[src/dpll_mode_pkg.sv]
// constants, types and register map for the dpll operating mode control
package dpll_mode_pkg;

  // ------------------------------------------------------------
  // clocking and time base
  // ------------------------------------------------------------
  localparam int CLK_FREQ_HZ = 200_000_000;
  localparam int TICK_PERIOD_US = 1000;
  localparam int TICK_CYCLES = CLK_FREQ_HZ / 1_000_000 * TICK_PERIOD_US;

  // ------------------------------------------------------------
  // frequency word scaling (parts per trillion)
  // ------------------------------------------------------------
  localparam int FREQ_LSB_PPT = 500;
  localparam int CAL_LSB_PPT = 100_000;
  localparam logic signed [31:0] CAL_SCALE = 32'(CAL_LSB_PPT / FREQ_LSB_PPT);
  localparam int CAL_WIDTH = 11;
  localparam int RATE_1P0_PPT_S = 1_000_000;
  localparam int RATE_1P5_PPT_S = 1_500_000;
  localparam int RATE_2P0_PPT_S = 2_000_000;
  localparam logic signed [31:0] STEP_1P0 =
    32'(RATE_1P0_PPT_S / 1000 * TICK_PERIOD_US / 1000 / FREQ_LSB_PPT);
  localparam logic signed [31:0] STEP_1P5 =
    32'(RATE_1P5_PPT_S / 1000 * TICK_PERIOD_US / 1000 / FREQ_LSB_PPT);
  localparam logic signed [31:0] STEP_2P0 =
    32'(RATE_2P0_PPT_S / 1000 * TICK_PERIOD_US / 1000 / FREQ_LSB_PPT);

  // ------------------------------------------------------------
  // history filters
  // ------------------------------------------------------------
  localparam int ST_SHIFT_BASE = 2;
  localparam int DEV_SHIFT = 10;

  // ------------------------------------------------------------
  // register map (byte addresses, multi-byte registers lsb first)
  // ------------------------------------------------------------
  localparam logic [6:0] ADDR_CAL = 7'h0E;
  localparam logic [6:0] ADDR_CTRL [2] = '{7'h1C, 7'h39};
  localparam logic [6:0] ADDR_BW [2] = '{7'h1D, 7'h3A};
  localparam logic [6:0] ADDR_ST_HIST [2] = '{7'h28, 7'h45};
  localparam logic [6:0] ADDR_USER [2] = '{7'h2C, 7'h49};
  localparam logic [6:0] ADDR_RAMP [2] = '{7'h30, 7'h4D};
  localparam logic [15:0] CAL_RESET = 16'h0000;
  localparam logic [7:0] CTRL_RESET = 8'h00;
  localparam logic [7:0] BW_RESET = 8'h00;
  localparam logic [7:0] RAMP_RESET = 8'h00;
  localparam logic [7:0] BW_CODE_SLAVE = 8'hFF;

  // ------------------------------------------------------------
  // reference codes
  // ------------------------------------------------------------
  localparam int NUM_REFS = 12;
  localparam logic [3:0] REF_XSYNC = 4'hC;
  localparam logic [3:0] REF_PRIMARY = 4'hD;

  // ------------------------------------------------------------
  // register layouts
  // ------------------------------------------------------------
  typedef struct packed {
    logic [3:0] manual_ref;
    logic auto_select;
    logic pullin_overrange_follow;
    logic holdover_source_select;
    logic phase_align;
  } gen_ctrl_t;

  typedef struct packed {
    logic revertive;
    logic [2:0] long_term_bw;
    logic [1:0] short_term_bw;
    logic [1:0] ramp_rate;
  } ramp_cfg_t;

  typedef enum logic [1:0] {
    RAMP_NONE = 2'h0,
    RAMP_1P0 = 2'h1,
    RAMP_1P5 = 2'h2,
    RAMP_2P0 = 2'h3
  } ramp_rate_t;

  typedef enum logic [1:0] {
    OP_FREERUN = 2'h0,
    OP_HOLDOVER = 2'h1,
    OP_SYNC = 2'h2
  } op_req_t;

  typedef enum logic [4:0] {
    ST_FREERUN = 5'b00001,
    ST_HOLDOVER = 5'b00010,
    ST_PULLIN = 5'b00100,
    ST_LOCKED = 5'b01000,
    ST_ZOMBIE = 5'b10000
  } gen_state_t;

  // loop status from one generator's phase detector
  typedef struct packed {
    logic ref_los;
    logic loop_lock;
    logic signed [31:0] ref_offset;
  } loop_stat_t;

endpackage : dpll_mode_pkg

[src/dpll_operating_mode_control.sv]
// operating mode control for the primary and secondary timing generators
`timescale 1ns/1ps
module dpll_operating_mode_control #(
  parameter int TICK_LEN = dpll_mode_pkg::TICK_CYCLES
) (
  input wire logic sys_clk_i,
  input wire logic arst_n_i,
  input wire logic spi_sclk_i,
  input wire logic spi_cs_n_i,
  input wire logic spi_mosi_i,
  output logic spi_miso_o,
  output logic spi_miso_oe_n_o,
  input wire logic [1:0] ms_select_n_i,
  input wire logic [1:0][1:0] op_req_i,
  input wire dpll_mode_pkg::loop_stat_t [1:0] loop_stat_i,
  input wire logic [dpll_mode_pkg::NUM_REFS-1:0] ref_qualified_i,
  input wire logic [31:0] pullin_range_i,
  output dpll_mode_pkg::gen_state_t [1:0] gen_state_o,
  output logic [1:0] slave_o,
  output logic [1:0][3:0] ref_sel_o,
  output logic [1:0] phase_lock_o,
  output logic [1:0] phase_rebuild_o,
  output logic [1:0][7:0] loop_bw_o,
  output logic [1:0][31:0] xref_freq_o,
  output logic [8:0][31:0] clk_freq_o
);
  import dpll_mode_pkg::*;

  // ------------------------------------------------------------
  // reset release and pin synchronisers
  // ------------------------------------------------------------
  logic [1:0] rst_sync_q;
  logic rst_n;
  logic [4:0] pin_s1_q;
  logic [4:0] pin_s2_q;
  logic [2:0] spi_s3_q;

  always_ff @(posedge sys_clk_i or negedge arst_n_i)
  begin
    if (!arst_n_i)
      rst_sync_q <= 2'b00;
    else
      rst_sync_q <= {rst_sync_q[0], 1'b1};
  end
  assign rst_n = rst_sync_q[1];

  always_ff @(posedge sys_clk_i or negedge rst_n)
  begin
    if (!rst_n)
    begin
      pin_s1_q <= 5'b11011;
      pin_s2_q <= 5'b11011;
      spi_s3_q <= 3'b010;
    end
    else
    begin
      pin_s1_q <= {ms_select_n_i, spi_sclk_i, spi_cs_n_i, spi_mosi_i};
      pin_s2_q <= pin_s1_q;
      spi_s3_q <= pin_s2_q[2:0];
    end
  end

  logic sclk_rise;
  logic sclk_fall;
  logic cs_active;
  assign cs_active = !pin_s2_q[1];
  assign sclk_rise = pin_s2_q[2] && !spi_s3_q[2];
  assign sclk_fall = !pin_s2_q[2] && spi_s3_q[2];

  // ------------------------------------------------------------
  // millisecond tick
  // ------------------------------------------------------------
  logic [31:0] tick_cnt_q;
  logic tick;
  assign tick = (tick_cnt_q == 32'(TICK_LEN - 1));

  always_ff @(posedge sys_clk_i or negedge rst_n)
  begin
    if (!rst_n)
      tick_cnt_q <= '0;
    else if (tick)
      tick_cnt_q <= '0;
    else
      tick_cnt_q <= tick_cnt_q + 32'd1;
  end

  // ------------------------------------------------------------
  // registers
  // ------------------------------------------------------------
  logic [15:0] cal_q;
  gen_ctrl_t [1:0] ctrl_q;
  logic [1:0][7:0] bw_q;
  logic [1:0][31:0] user_q;
  ramp_cfg_t [1:0] ramp_q;
  logic signed [31:0] st_hist_q [2];
  logic signed [31:0] dev_hist_q [2];

  // ------------------------------------------------------------
  // spi slave: first byte is read flag and address, then data
  // ------------------------------------------------------------
  logic [2:0] bit_cnt_q;
  logic [7:0] sh_in_q;
  logic [7:0] sh_out_q;
  logic [6:0] addr_q;
  logic cmd_done_q;
  logic read_q;
  logic [7:0] byte_in;
  logic byte_done;
  logic wr_stb;
  logic [7:0] rd_byte;
  logic [6:0] rd_addr;

  assign byte_in = {sh_in_q[6:0], pin_s2_q[0]};
  assign byte_done = cs_active && sclk_rise && (bit_cnt_q == 3'd7);
  assign wr_stb = byte_done && cmd_done_q && !read_q;
  assign rd_addr = cmd_done_q ? addr_q : byte_in[6:0];

  function automatic logic [7:0] pick_byte(input logic [31:0] w, input logic [6:0] off);
    pick_byte = w[8*off[1:0] +: 8];
  endfunction : pick_byte

  always_comb
  begin
    rd_byte = '0;
    if (rd_addr == ADDR_CAL)
      rd_byte = cal_q[7:0];
    if (rd_addr == ADDR_CAL + 7'd1)
      rd_byte = cal_q[15:8];
    for (int g = 0; g < 2; g++)
    begin
      if (rd_addr == ADDR_CTRL[g])
        rd_byte = ctrl_q[g];
      if (rd_addr == ADDR_BW[g])
        rd_byte = bw_q[g];
      if (rd_addr == ADDR_RAMP[g])
        rd_byte = ramp_q[g];
      if (rd_addr - ADDR_USER[g] < 7'd4)
        rd_byte = pick_byte(user_q[g], rd_addr - ADDR_USER[g]);
      if (rd_addr - ADDR_ST_HIST[g] < 7'd4)
        rd_byte = pick_byte(st_hist_q[g], rd_addr - ADDR_ST_HIST[g]);
    end
  end

  always_ff @(posedge sys_clk_i or negedge rst_n)
  begin
    if (!rst_n)
    begin
      bit_cnt_q <= '0;
      sh_in_q <= '0;
      sh_out_q <= '0;
      addr_q <= '0;
      cmd_done_q <= 1'b0;
      read_q <= 1'b0;
    end
    else if (!cs_active)
    begin
      bit_cnt_q <= '0;
      cmd_done_q <= 1'b0;
    end
    else if (sclk_rise)
    begin
      bit_cnt_q <= bit_cnt_q + 3'd1;
      sh_in_q <= byte_in;
      if (byte_done)
      begin
        cmd_done_q <= 1'b1;
        sh_out_q <= rd_byte;
        if (!cmd_done_q)
        begin
          read_q <= byte_in[7];
          addr_q <= byte_in[6:0] + 7'(byte_in[7]);
        end
        else
          addr_q <= addr_q + 7'd1;
      end
    end
    else if (sclk_fall && bit_cnt_q != 3'd0)
      sh_out_q <= {sh_out_q[6:0], 1'b0};
  end

  assign spi_miso_o = sh_out_q[7];
  assign spi_miso_oe_n_o = !(cs_active && read_q && cmd_done_q);

  always_ff @(posedge sys_clk_i or negedge rst_n)
  begin
    if (!rst_n)
    begin
      cal_q <= CAL_RESET;
      ctrl_q <= {2{CTRL_RESET}};
      bw_q <= {2{BW_RESET}};
      user_q <= '0;
      ramp_q <= {2{RAMP_RESET}};
    end
    else if (wr_stb)
    begin
      if (addr_q == ADDR_CAL)
        cal_q[7:0] <= byte_in;
      if (addr_q == ADDR_CAL + 7'd1)
        cal_q[15:8] <= byte_in;
      for (int g = 0; g < 2; g++)
      begin
        if (addr_q == ADDR_CTRL[g])
          ctrl_q[g] <= byte_in;
        if (addr_q == ADDR_BW[g])
          bw_q[g] <= byte_in;
        if (addr_q == ADDR_RAMP[g])
          ramp_q[g] <= byte_in;
        for (int b = 0; b < 4; b++)
        begin
          if (addr_q == ADDR_USER[g] + 7'(b))
            user_q[g][8*b +: 8] <= byte_in;
        end
      end
    end
  end

  // ------------------------------------------------------------
  // calibrated freerun frequency
  // ------------------------------------------------------------
  logic signed [31:0] cal_word;
  assign cal_word = $signed({{(32-CAL_WIDTH){cal_q[CAL_WIDTH-1]}},
    cal_q[CAL_WIDTH-1:0]}) * CAL_SCALE;

  // ------------------------------------------------------------
  // per generator mode control
  // ------------------------------------------------------------
  logic signed [31:0] freq_q [2];

  for (genvar g = 0; g < 2; g++)
  begin : gen_tg
    gen_state_t state_q;
    gen_state_t state_d;
    logic slave;
    logic align;
    logic follow;
    logic [1:0] self_q;
    logic [1:0] self_d;
    logic ramp_go;
    logic ramp_act_q;
    logic [3:0] sel_d;
    logic [3:0] sel_q;
    logic signed [31:0] offs;
    logic signed [31:0] target;
    logic signed [31:0] step;
    logic signed [31:0] diff;
    logic signed [31:0] rel;
    loop_stat_t ls;

    assign ls = loop_stat_i[g];
    assign slave = !pin_s2_q[3+g];
    assign align = slave || ctrl_q[g].phase_align;
    assign follow = slave || ctrl_q[g].pullin_overrange_follow;

    // reference choice
    always_comb
    begin
      sel_d = sel_q;
      if (slave)
        sel_d = REF_XSYNC;
      else if (!ctrl_q[g].auto_select)
      begin
        if (ctrl_q[g].manual_ref < 4'(NUM_REFS) || ctrl_q[g].manual_ref == REF_XSYNC
            || (g == 1 && ctrl_q[g].manual_ref == REF_PRIMARY))
          sel_d = ctrl_q[g].manual_ref;
      end
      else if (!(ramp_q[g].revertive == 1'b0 && sel_q < 4'(NUM_REFS)
          && ref_qualified_i[sel_q]))
      begin
        for (int r = NUM_REFS - 1; r >= 0; r--)
        begin
          if (ref_qualified_i[r])
            sel_d = 4'(r);
        end
      end
    end

    // operating state
    always_comb
    begin
      state_d = state_q;
      if (!(slave || op_req_t'(op_req_i[g]) == OP_SYNC))
        state_d = (op_req_t'(op_req_i[g]) == OP_HOLDOVER) ? ST_HOLDOVER : ST_FREERUN;
      else if (sel_d != sel_q || state_q == ST_FREERUN || state_q == ST_HOLDOVER)
        state_d = ST_PULLIN;
      else
      begin
        unique case (state_q)
          ST_PULLIN:
            if (ls.ref_los)
              state_d = ST_ZOMBIE;
            else if (ls.loop_lock)
              state_d = ST_LOCKED;
          ST_LOCKED:
            if (ls.ref_los)
              state_d = ST_ZOMBIE;
            else if (!ls.loop_lock)
              state_d = ST_PULLIN;
          ST_ZOMBIE:
            if (!ls.ref_los)
              state_d = ST_PULLIN;
          default:
            state_d = ST_PULLIN;
        endcase
      end
    end

    // target frequency, relative to oscillator
    always_comb
    begin
      offs = ls.ref_offset;
      if (!follow && offs > $signed(pullin_range_i))
        offs = $signed(pullin_range_i);
      else if (!follow && offs < -$signed(pullin_range_i))
        offs = -$signed(pullin_range_i);
      unique case (state_q)
        ST_FREERUN:
          target = cal_word;
        ST_HOLDOVER:
          target = cal_word + (ctrl_q[g].holdover_source_select ?
            $signed(user_q[g]) : dev_hist_q[g]);
        ST_ZOMBIE:
          target = cal_word + st_hist_q[g];
        default:
          target = cal_word + offs;
      endcase
    end

    always_comb
    begin
      unique case (ramp_rate_t'(ramp_q[g].ramp_rate))
        RAMP_1P0: step = STEP_1P0;
        RAMP_1P5: step = STEP_1P5;
        RAMP_2P0: step = STEP_2P0;
        RAMP_NONE: step = '0;
      endcase
    end

    assign diff = target - freq_q[g];
    assign rel = freq_q[g] - cal_word;
    // mode class: external, freerun or holdover; any class change ramps
    assign self_d = {state_q == ST_HOLDOVER, state_q == ST_FREERUN};
    assign ramp_go = self_q != self_d;

    always_ff @(posedge sys_clk_i or negedge rst_n)
    begin
      if (!rst_n)
      begin
        state_q <= ST_FREERUN;
        sel_q <= '0;
        self_q <= 2'b01;
      end
      else
      begin
        state_q <= state_d;
        sel_q <= sel_d;
        self_q <= self_d;
      end
    end

    // frequency ramp limiter
    always_ff @(posedge sys_clk_i or negedge rst_n)
    begin
      if (!rst_n)
      begin
        ramp_act_q <= 1'b0;
        freq_q[g] <= '0;
      end
      else
      begin
        if (ramp_go)
          ramp_act_q <= 1'b1;
        else if (diff == '0)
          ramp_act_q <= 1'b0;
        if ((!ramp_act_q && !ramp_go) || step == '0)
          freq_q[g] <= target;
        else if (tick)
        begin
          if (diff > step)
            freq_q[g] <= freq_q[g] + step;
          else if (diff < -step)
            freq_q[g] <= freq_q[g] - step;
          else
            freq_q[g] <= target;
        end
      end
    end

    // history filters
    always_ff @(posedge sys_clk_i or negedge rst_n)
    begin
      if (!rst_n)
      begin
        st_hist_q[g] <= '0;
        dev_hist_q[g] <= '0;
      end
      else if (tick)
      begin
        if (state_q != ST_ZOMBIE)
          st_hist_q[g] <= st_hist_q[g] + ((rel - st_hist_q[g])
            >>> (ST_SHIFT_BASE + int'(ramp_q[g].short_term_bw)));
        if (state_q == ST_LOCKED)
          dev_hist_q[g] <= dev_hist_q[g] + ((rel - dev_hist_q[g]) >>> DEV_SHIFT);
      end
    end

    // phase mode and outputs
    always_ff @(posedge sys_clk_i or negedge rst_n)
    begin
      if (!rst_n)
      begin
        phase_lock_o[g] <= 1'b0;
        phase_rebuild_o[g] <= 1'b0;
        loop_bw_o[g] <= '0;
        ref_sel_o[g] <= '0;
        xref_freq_o[g] <= '0;
      end
      else
      begin
        phase_lock_o[g] <= align || state_d == ST_LOCKED;
        phase_rebuild_o[g] <= !align && state_q == ST_PULLIN
          && state_d == ST_LOCKED;
        loop_bw_o[g] <= slave ? BW_CODE_SLAVE : bw_q[g];
        ref_sel_o[g] <= sel_d;
        xref_freq_o[g] <= freq_q[g];
      end
    end

    assign gen_state_o[g] = state_q;
    assign slave_o[g] = slave;
  end

  // ------------------------------------------------------------
  // clock output sourcing
  // ------------------------------------------------------------
  for (genvar c = 0; c < 9; c++)
  begin : gen_clk
    always_ff @(posedge sys_clk_i or negedge rst_n)
    begin
      if (!rst_n)
        clk_freq_o[c] <= '0;
      else
        clk_freq_o[c] <= freq_q[(c == 7) ? 1 : 0];
    end
  end

endmodule : dpll_operating_mode_control

[config.mk]
export PLATFORM = sky130hd
export DESIGN_NAME = dpll_operating_mode_control
export DESIGN_NICKNAME = d
export VERILOG_FILES = /design/src/dpll_mode_pkg.sv /design/src/dpll_operating_mode_control.sv
export SDC_FILE = /design/constraint.sdc
export NUM_CORES = 2
export LEC_CHECK = 0
export ABC_AREA = 0
export BUFFER_PORTS_ARGS = -buffer_cell sky130_fd_sc_hd__buf_4
export CORE_MARGIN = 2
export CORE_UTILIZATION = 49
export CTS_BUF_LIST = sky130_fd_sc_hd__clkbuf_16
export CTS_CLUSTER_DIAMETER = 100
export DETAILED_ROUTE_END_ITERATION = 7
export PLACE_DENSITY_LB_ADDON = 0.3
export SYNTH_ARGS = -nofsm -noshare
export SYNTH_HDL_FRONTEND = slang
export SYNTH_SLANG_ARGS = --single-unit
[constraint.sdc]
create_clock -name sys_clk_i -period 19.4 [get_ports sys_clk_i]
set_input_delay 0.97 -clock sys_clk_i [delete_from_list [all_inputs] [get_ports sys_clk_i]]
set_output_delay 0.97 -clock sys_clk_i [all_outputs]
set_load 0.05 [all_outputs]
# Word-level counts from Yosys, hierarchy flattened
# Index checks and enable logic that the tools add are counted.
[op_classes] n_div=0 order_cmp=18 mux=101 shift=6 multipliers=1 n_eq_ne=58 bitwise_logic=4 n_addsub=35 reduce_logical=94
[ops] cell="$mux W32" count=15
[ops] cell="$pmux W32 S4" count=2
[ops] cell="$sub A32 B32 Y32" count=8
[ops] cell="$add A20 B32 Y32" count=6
[ops] cell="$pmux W32 S3" count=2
[ops] cell="$mux W8" count=17
[ops] cell="$add A32 B32 Y32" count=4
[ops] cell="$gt A32 B32 Y1" count=4
[ops] cell="$logic_not A32 Y1" count=4
[ops] cell="$lt A32 B32 Y1" count=4
[ops] cell="$mux W4" count=32
[ops] cell="$shiftx A32 B6 Y8" count=4
[ops] cell="$neg A32 Y32" count=3
[ops] cell="$eq A7 B6 Y1 const B" count=10
[ops] cell="$mux W5" count=14
[ops] cell="$add A32 B22 Y32" count=2
[ops] cell="$sshr A32 B3 Y32" count=2
[ops] cell="$sub A32 B20 Y32" count=2
[ops] cell="$reduce_and A2 Y1" count=22
[ops] cell="$eq A7 B7 Y1 const B" count=6
[ops] cell="$add A32 B1 Y32 const B" count=1
[ops] cell="$eq A32 B18 Y1 const B" count=1
[ops] cell="$pmux W5 S3" count=2
[ops] cell="$eq A7 B4 Y1 const B" count=4
[ops] cell="other kinds (38)" count=146
[totals] mem_bits_rw=0 latch_bits=0 input_bits=123 romBits=0 elab_cells=380 reg_bits=502 memories=0

# Depth between registers and ports, before layout
[depth] ltp_word=22 ltp_mapped=61

# Worst setup path after synthesis
# No wires, ideal clock.
[synth_path] path_kind="input port to flip-flop" startpoint="input pullin_range_i[3]" endpoint="register freq_q[20] in the netlist's numbering" n_path_buf=4 stages=56 arrival_time_ps=11756 setup_slack_ps=7523 setup_ps=121 required_time_ps=19279 cell_sequence="clkbuf_1 nor4_4 nand3_1 nor2_1 nand2_1 or2_2 nor3_1 xnor2_1 inv_1 ha_1 nand4_1 nor4_1 o311ai_1 o2111ai_1 nor2_2 mux2i_1 clkbuf_1 mux2i_1 [... 20 more ...] a21oi_1 o21a_1 nor2_1 o311a_1 a211oi_1 xnor3_2 inv_1 ha_1 nand2b_1 a21oi_1 o2111ai_1 o21a_1 a21oi_1 clkbuf_1 nand2_1 a31oi_1 a31oi_1 o22a_1"
[synth_via] elab_chain_len=13 elab_cells_between_ends=16
[synth_rtl] element="start: declaration" line_no="dpll_operating_mode_control.sv:17" rtl="input wire logic [31:0] pullin_range_i,"
[synth_rtl] element="$neg A32 Y32" line_no="dpll_operating_mode_control.sv:313, dpll_operating_mode_control.sv:314"
[synth_rtl] element="$lt A32 B32 Y1" line_no="dpll_operating_mode_control.sv:313" rtl="else if (!follow && offs < -$signed(pullin_range_i))"
[synth_rtl] element="$logic_and A1 B1 Y1" line_no="dpll_operating_mode_control.sv:313"
[synth_rtl] element="$mux W32" line_no="dpll_operating_mode_control.sv:313"
[synth_rtl] element="$mux W32 (*)" line_no="dpll_operating_mode_control.sv:311" rtl="if (!follow && offs > $signed(pullin_range_i))"
[synth_rtl] element="$add A20 B32 Y32 (*)" line_no="dpll_operating_mode_control.sv:324" rtl="target = cal_word + offs;"
[synth_rtl] element="$pmux W32 S3 (*)" line_no="dpll_operating_mode_control.sv:315" rtl="unique case (state_q)"
[synth_rtl] element="$sub A32 B32 Y32" line_no="dpll_operating_mode_control.sv:338" rtl="assign diff = target - freq_q[g];"
[synth_rtl] element="$lt A32 B32 Y1" line_no="dpll_operating_mode_control.sv:380" rtl="else if (diff < -step)"
[synth_rtl] element="$mux W32" line_no="dpll_operating_mode_control.sv:380"
[synth_rtl] element="$mux W32" line_no="dpll_operating_mode_control.sv:378" rtl="if (diff > step)"
[synth_rtl] element="$mux W32" line_no="dpll_operating_mode_control.sv:376" rtl="else if (tick)"
[synth_rtl] element="$mux W32 (*)" line_no="dpll_operating_mode_control.sv:374" rtl="if ((!ramp_act_q && !ramp_go) || step == '0)"
[synth_rtl] element="end signal: indexed assignment" line_no="dpll_operating_mode_control.sv:375" rtl="freq_q[g] <= target;"
[synth_rtl] element="end signal: indexed assignment" line_no="dpll_operating_mode_control.sv:379" rtl="freq_q[g] <= freq_q[g] + step;"
[synth_rtl] element="end signal: indexed assignment" line_no="dpll_operating_mode_control.sv:381" rtl="freq_q[g] <= freq_q[g] - step;"
[synth_rtl] element="end: declaration" line_no="dpll_operating_mode_control.sv:227" rtl="logic signed [31:0] freq_q [2];"
# Mark *: on every way between the ends. The rest lies on a longest branch, timed or not. The select of a mux whose other input is x is not followed.
# A chain may end at the register's enable or synchronous reset.

# Worst setup path in the final report
[layout_path] startpoint="input pullin_range_i[1]" endpoint="register freq_q[2] in the netlist's numbering"
# The elaborated chain is that of the path after synthesis.

==> results.txt <==
----------------------------------------------------
[Outcome]
  Status ... completed

[Critical path]
  Top Family by Delay on Critical Path ... compound AO/OA/AOI/OAI gates
  Critical path endpoint category ... flop
  Startpoint of the worst-slack reg-to-reg timing path ... cal_q[0]
  Type of the worst setup path ... in2reg
  Worst stage delay on the critical path ... 0.91 ns
  Crit-path slowest cell ... sky130_fd_sc_hd__a21oi_2
  Arrival time at the worst endpoint ... 14.46 ns
  Worst Path Max Fanout ... 33
  Crit start category ... input pin
  Data required time at the worst endpoint ... 19.96 ns
  Worst path bufs/invs ... 6
  Worst setup path startpoint ... pullin_range_i[1]
  Dominant cell type by count on the critical path ... sky130_fd_sc_hd__ha_1
  Worst setup slack for register-to-register paths ... 7.36 ns

[Clocking]
  Number of cells upsized or downsized after cts ... 0
  Count of hold buffers inserted by post-cts repair ... 0
  TritonCTS sink count ... 500
  Clock slew at the register clock pins of the worst setup and hold paths ... 0.06 ns
  Setup Buffers After CTS ... 0
  CTS HTree Levels ... 3
  TritonCTS clock tree ... done
  Clock latency of the later-clocked register in the worst-skew pair ... 0.67 ns
  Clock tree root buffer cell ... sky130_fd_sc_hd__clkbuf_16
  Clock buffer count from CTS ... 67
  Number of buffers on the longest clock path ... 3

[Route]
  1st-pass router iterations ... 6
  Total Routed Length ... 210000 um
  Post-DRT Antenna Nets ... 0
  DRC violations left ... 0
  Routed via count ... 54600
  Routed vias/inst ... 6.30
  Number of DRC markers in iteration 0 ... 5652
  Routed WL per cell ... 24.2 um

[Global routing]
  Antenna violations before repair ... 28
  Pin count of the biggest net entering global routing ... 134
  Global-route congestion overflow total ... 0
  Global-route wire length before repair ... 312000 um
  Vias in the first global route ... 50600
  All-Layer GR Usage ... 0.344

[Job]
  Maximum Capacitance Violations ... 0

[Layout]
  Number of fill cells ... 10700
  Final Non-Filler Cells ... 8662
  Area taken by flip-flops and latches ... 12500 sq um
  Layout Area Growth over Synthesis ... 9.72%
  Most common library cell in the layout ignoring fill and taps ... sky130_fd_sc_hd__ha_1
  Leading cell types in the layout, fill and taps excluded ... sky130_fd_sc_hd__ha_1 (683), sky130_fd_sc_hd__nand2_1 (622), sky130_fd_sc_hd__buf_4 (580)
  Layout cell share with drive strength beyond 1 ... 0.135
  Number of nets in the layout ... 7911
  Area taken by multi-input logic gates ... 39200 sq um

[Timing]
  Final Max Tran Viols ... 0
  Setup clock skew after layout ... 0.0320 ns
  Hold violation total from the final report ... 0
  Shortest clock period the worst path allows after layout ... 13.90 ns
  Tightest Pin Transition ... 1.23 ns
  Worst slew margin ... 0.178
  Final critical-path share of the clock period ... 0.717
  Setup repair after global routing missed its margin ... no
  Final-layout setup total negative slack ... 0 ns
  Highest clock rate ... 71.9 MHz
  Final number of setup-violating endpoints ... 0

[Logic synthesis]
  Post-Synthesis Mean Instance Area ... 8.11 sq um
  YS warnings ... 0
  Count of mapped cells out of synthesis ... 6971
  Count of unique library cells instantiated by Yosys ... 104
  EDFF count, synth ... 0
  Number of nets in the synthesized netlist ... 7800
  Most used DFF post-synth ... sky130_fd_sc_hd__dfrtp_1
  Area share of the largest cell type after synthesis ... 0.216
  Synthesized flop and latch total ... 500
  Top cell type by total area after synthesis ... sky130_fd_sc_hd__dfrtp_1
  Fraction of registers with async set or reset after synthesis ... 1.00
  Sequential share of the synthesized area ... 0.221
  Cell area after synthesis ... 56600 sq um
  Biggest area contributors in the synthesized netlist ... sky130_fd_sc_hd__dfrtp_1 (22%), sky130_fd_sc_hd__ha_1 (15%), sky130_fd_sc_hd__xnor2_1 (4.4%), sky130_fd_sc_hd__o21ai_0 (4.3%), sky130_fd_sc_hd__a21oi_1 (4.1%)

[Floorplan]
  Horizontal die dimension ... 344 um
  Starting density of the core ... 0.495
  Area of the die ... 118000 sq um
  Standard cell core area ... 114000 sq um
  Site row count ... 124
  Height of the die ... 344 um
  Number of primary I/O pins ... 517

[Place]
  Final estimated routing congestion in global placement ... 1.03
  Placed Instances ... 8525
  Final HPWL DP ... 165000 um
  Count of buffers inserted at the top-level ports ... 516

[Power]
  Peak VDD IR ... 0.0875 mV
  Pleak ... 28.1 nW
  PwrDens ... 121 nW/um^2

[Min path]
  Hold WC Path Type ... in2async

----------------------------------------------------
through the flow:
step | hold slack, ns | setup slack [ns] | total power [mW] | util | area [sq um]
2_1_floorplan | 0.331 | 4.45 | 5.07 | - | 56600
3_3_place_gp | 0.336 | 5.35 | 6.03 | 0.523 | 59800
3_5_place_dp | 0.336 | 5.14 | 6.12 | 0.523 | 59800
4_1_cts | 0.0449 | 5.75 | 7.44 | 0.542 | 62000
5_1_grt | 0.0562 | 4.43 | 8.02 | 0.542 | 62000
6_report | 0.0739 | 5.50 | 7.50 | 0.543 | 62100
flip-flops by register name, indices dropped and copies added (netlist names), 7 cells and up:
signal	flops
gen_tg.state_q	10
st_hist_q	64
ramp_q	16
bw_q	16
freq_q	64
dev_hist_q	64
cal_q	16
clk_freq_o	64
user_q	64
addr_q	7
sh_in_q	7
loop_bw_o	16
sh_out_q	8
tick_cnt_q	32
ref_sel_o	8
ctrl_q	16
synthesized netlist by cell type (35+ instances only):
cell type	instances
sky130_fd_sc_hd__ha_1	683
sky130_fd_sc_hd__nand2_1	622
sky130_fd_sc_hd__nor2_1	499
sky130_fd_sc_hd__dfrtp_1	488
sky130_fd_sc_hd__o21ai_0	486
sky130_fd_sc_hd__inv_1	470
sky130_fd_sc_hd__a21oi_1	469
sky130_fd_sc_hd__buf_4	297
sky130_fd_sc_hd__xnor2_1	286
sky130_fd_sc_hd__clkbuf_1	216
sky130_fd_sc_hd__a21o_1	188
sky130_fd_sc_hd__mux2i_1	171
sky130_fd_sc_hd__nand3_1	161
sky130_fd_sc_hd__nor3_1	161
sky130_fd_sc_hd__mux2_2	147
sky130_fd_sc_hd__xor2_1	134
sky130_fd_sc_hd__a31oi_1	100
sky130_fd_sc_hd__nand2b_1	91
sky130_fd_sc_hd__o21a_1	88
sky130_fd_sc_hd__o211ai_1	80
sky130_fd_sc_hd__o221ai_1	80
sky130_fd_sc_hd__nor2b_1	74
sky130_fd_sc_hd__and3_1	70
sky130_fd_sc_hd__a211oi_1	61
sky130_fd_sc_hd__nand4_1	55
sky130_fd_sc_hd__o21bai_1	52
sky130_fd_sc_hd__or3_1	52
sky130_fd_sc_hd__nor4_1	50
sky130_fd_sc_hd__o22ai_1	36
sky130_fd_sc_hd__and2_1	35
area by class of cell:
type | instances | share of cell area
repair buffers | 581 | 0.0705
flip-flops and latches | 500 | 0.202
diodes | 16 | 0.000645
clock inverters | 53 | 0.00841
multi-input cells | 5458 | 0.632
clock buffers | 68 | 0.0274
inverters | 474 | 0.0287
well taps | 1512 | 0.0305
worst paths after layout:
kind	to	depth (start not counted)
worst max-delay path	freq_q[2]	58
worst min-delay path	rst_sync_q[1]	1
worst max register to register	dev_hist_q[62]	45
worst min register to register	pin_s2_q[2]	0
max in group asynchronous	clk_freq_o[275]	4
min in group sys_clk_i	pin_s2_q[2]	0
routing by layer:
| metal | part of all wire | track usage | wire [um] | up-vias |
|---|---|---|---|---|
| li1 | - | - | - | 25300 |
| met1 | 0.42 | 0.471 | 88400 | 26200 |
| met2 | 0.43 | 0.522 | 90300 | 2570 |
| met3 | 0.096 | 0.0649 | 20000 | 481 |
| met4 | 0.051 | 0.158 | 10800 | 20 |
| met5 | 0.00053 | 0 | 112 | - |
report_power, final:
| part | internal, mW | leakage [nW] | switching [mW] |
|---|---|---|---|
| clock | 0.750 | 1.11 | 0.544 |
| combinational | 1.82 | 20.5 | 3.10 |
| sequential | 1.11 | 6.54 | 0.178 |
logic make-up after synthesis:
| logic type | share of synthesized area |
|---|---|
| AO/OA/AOI/OAI | 0.228 |
| XOR/XNOR | 0.0659 |
| adder cells (fa/ha/maj) | 0.159 |
| buffers and inverters | 0.0874 |
| flip-flops | 0.221 |
| multiplexers | 0.0705 |
| other | 0.0000663 |
| AND/OR/NAND/NOR | 0.167 |
Note: power is estimated with default switching activity, not from simulation.
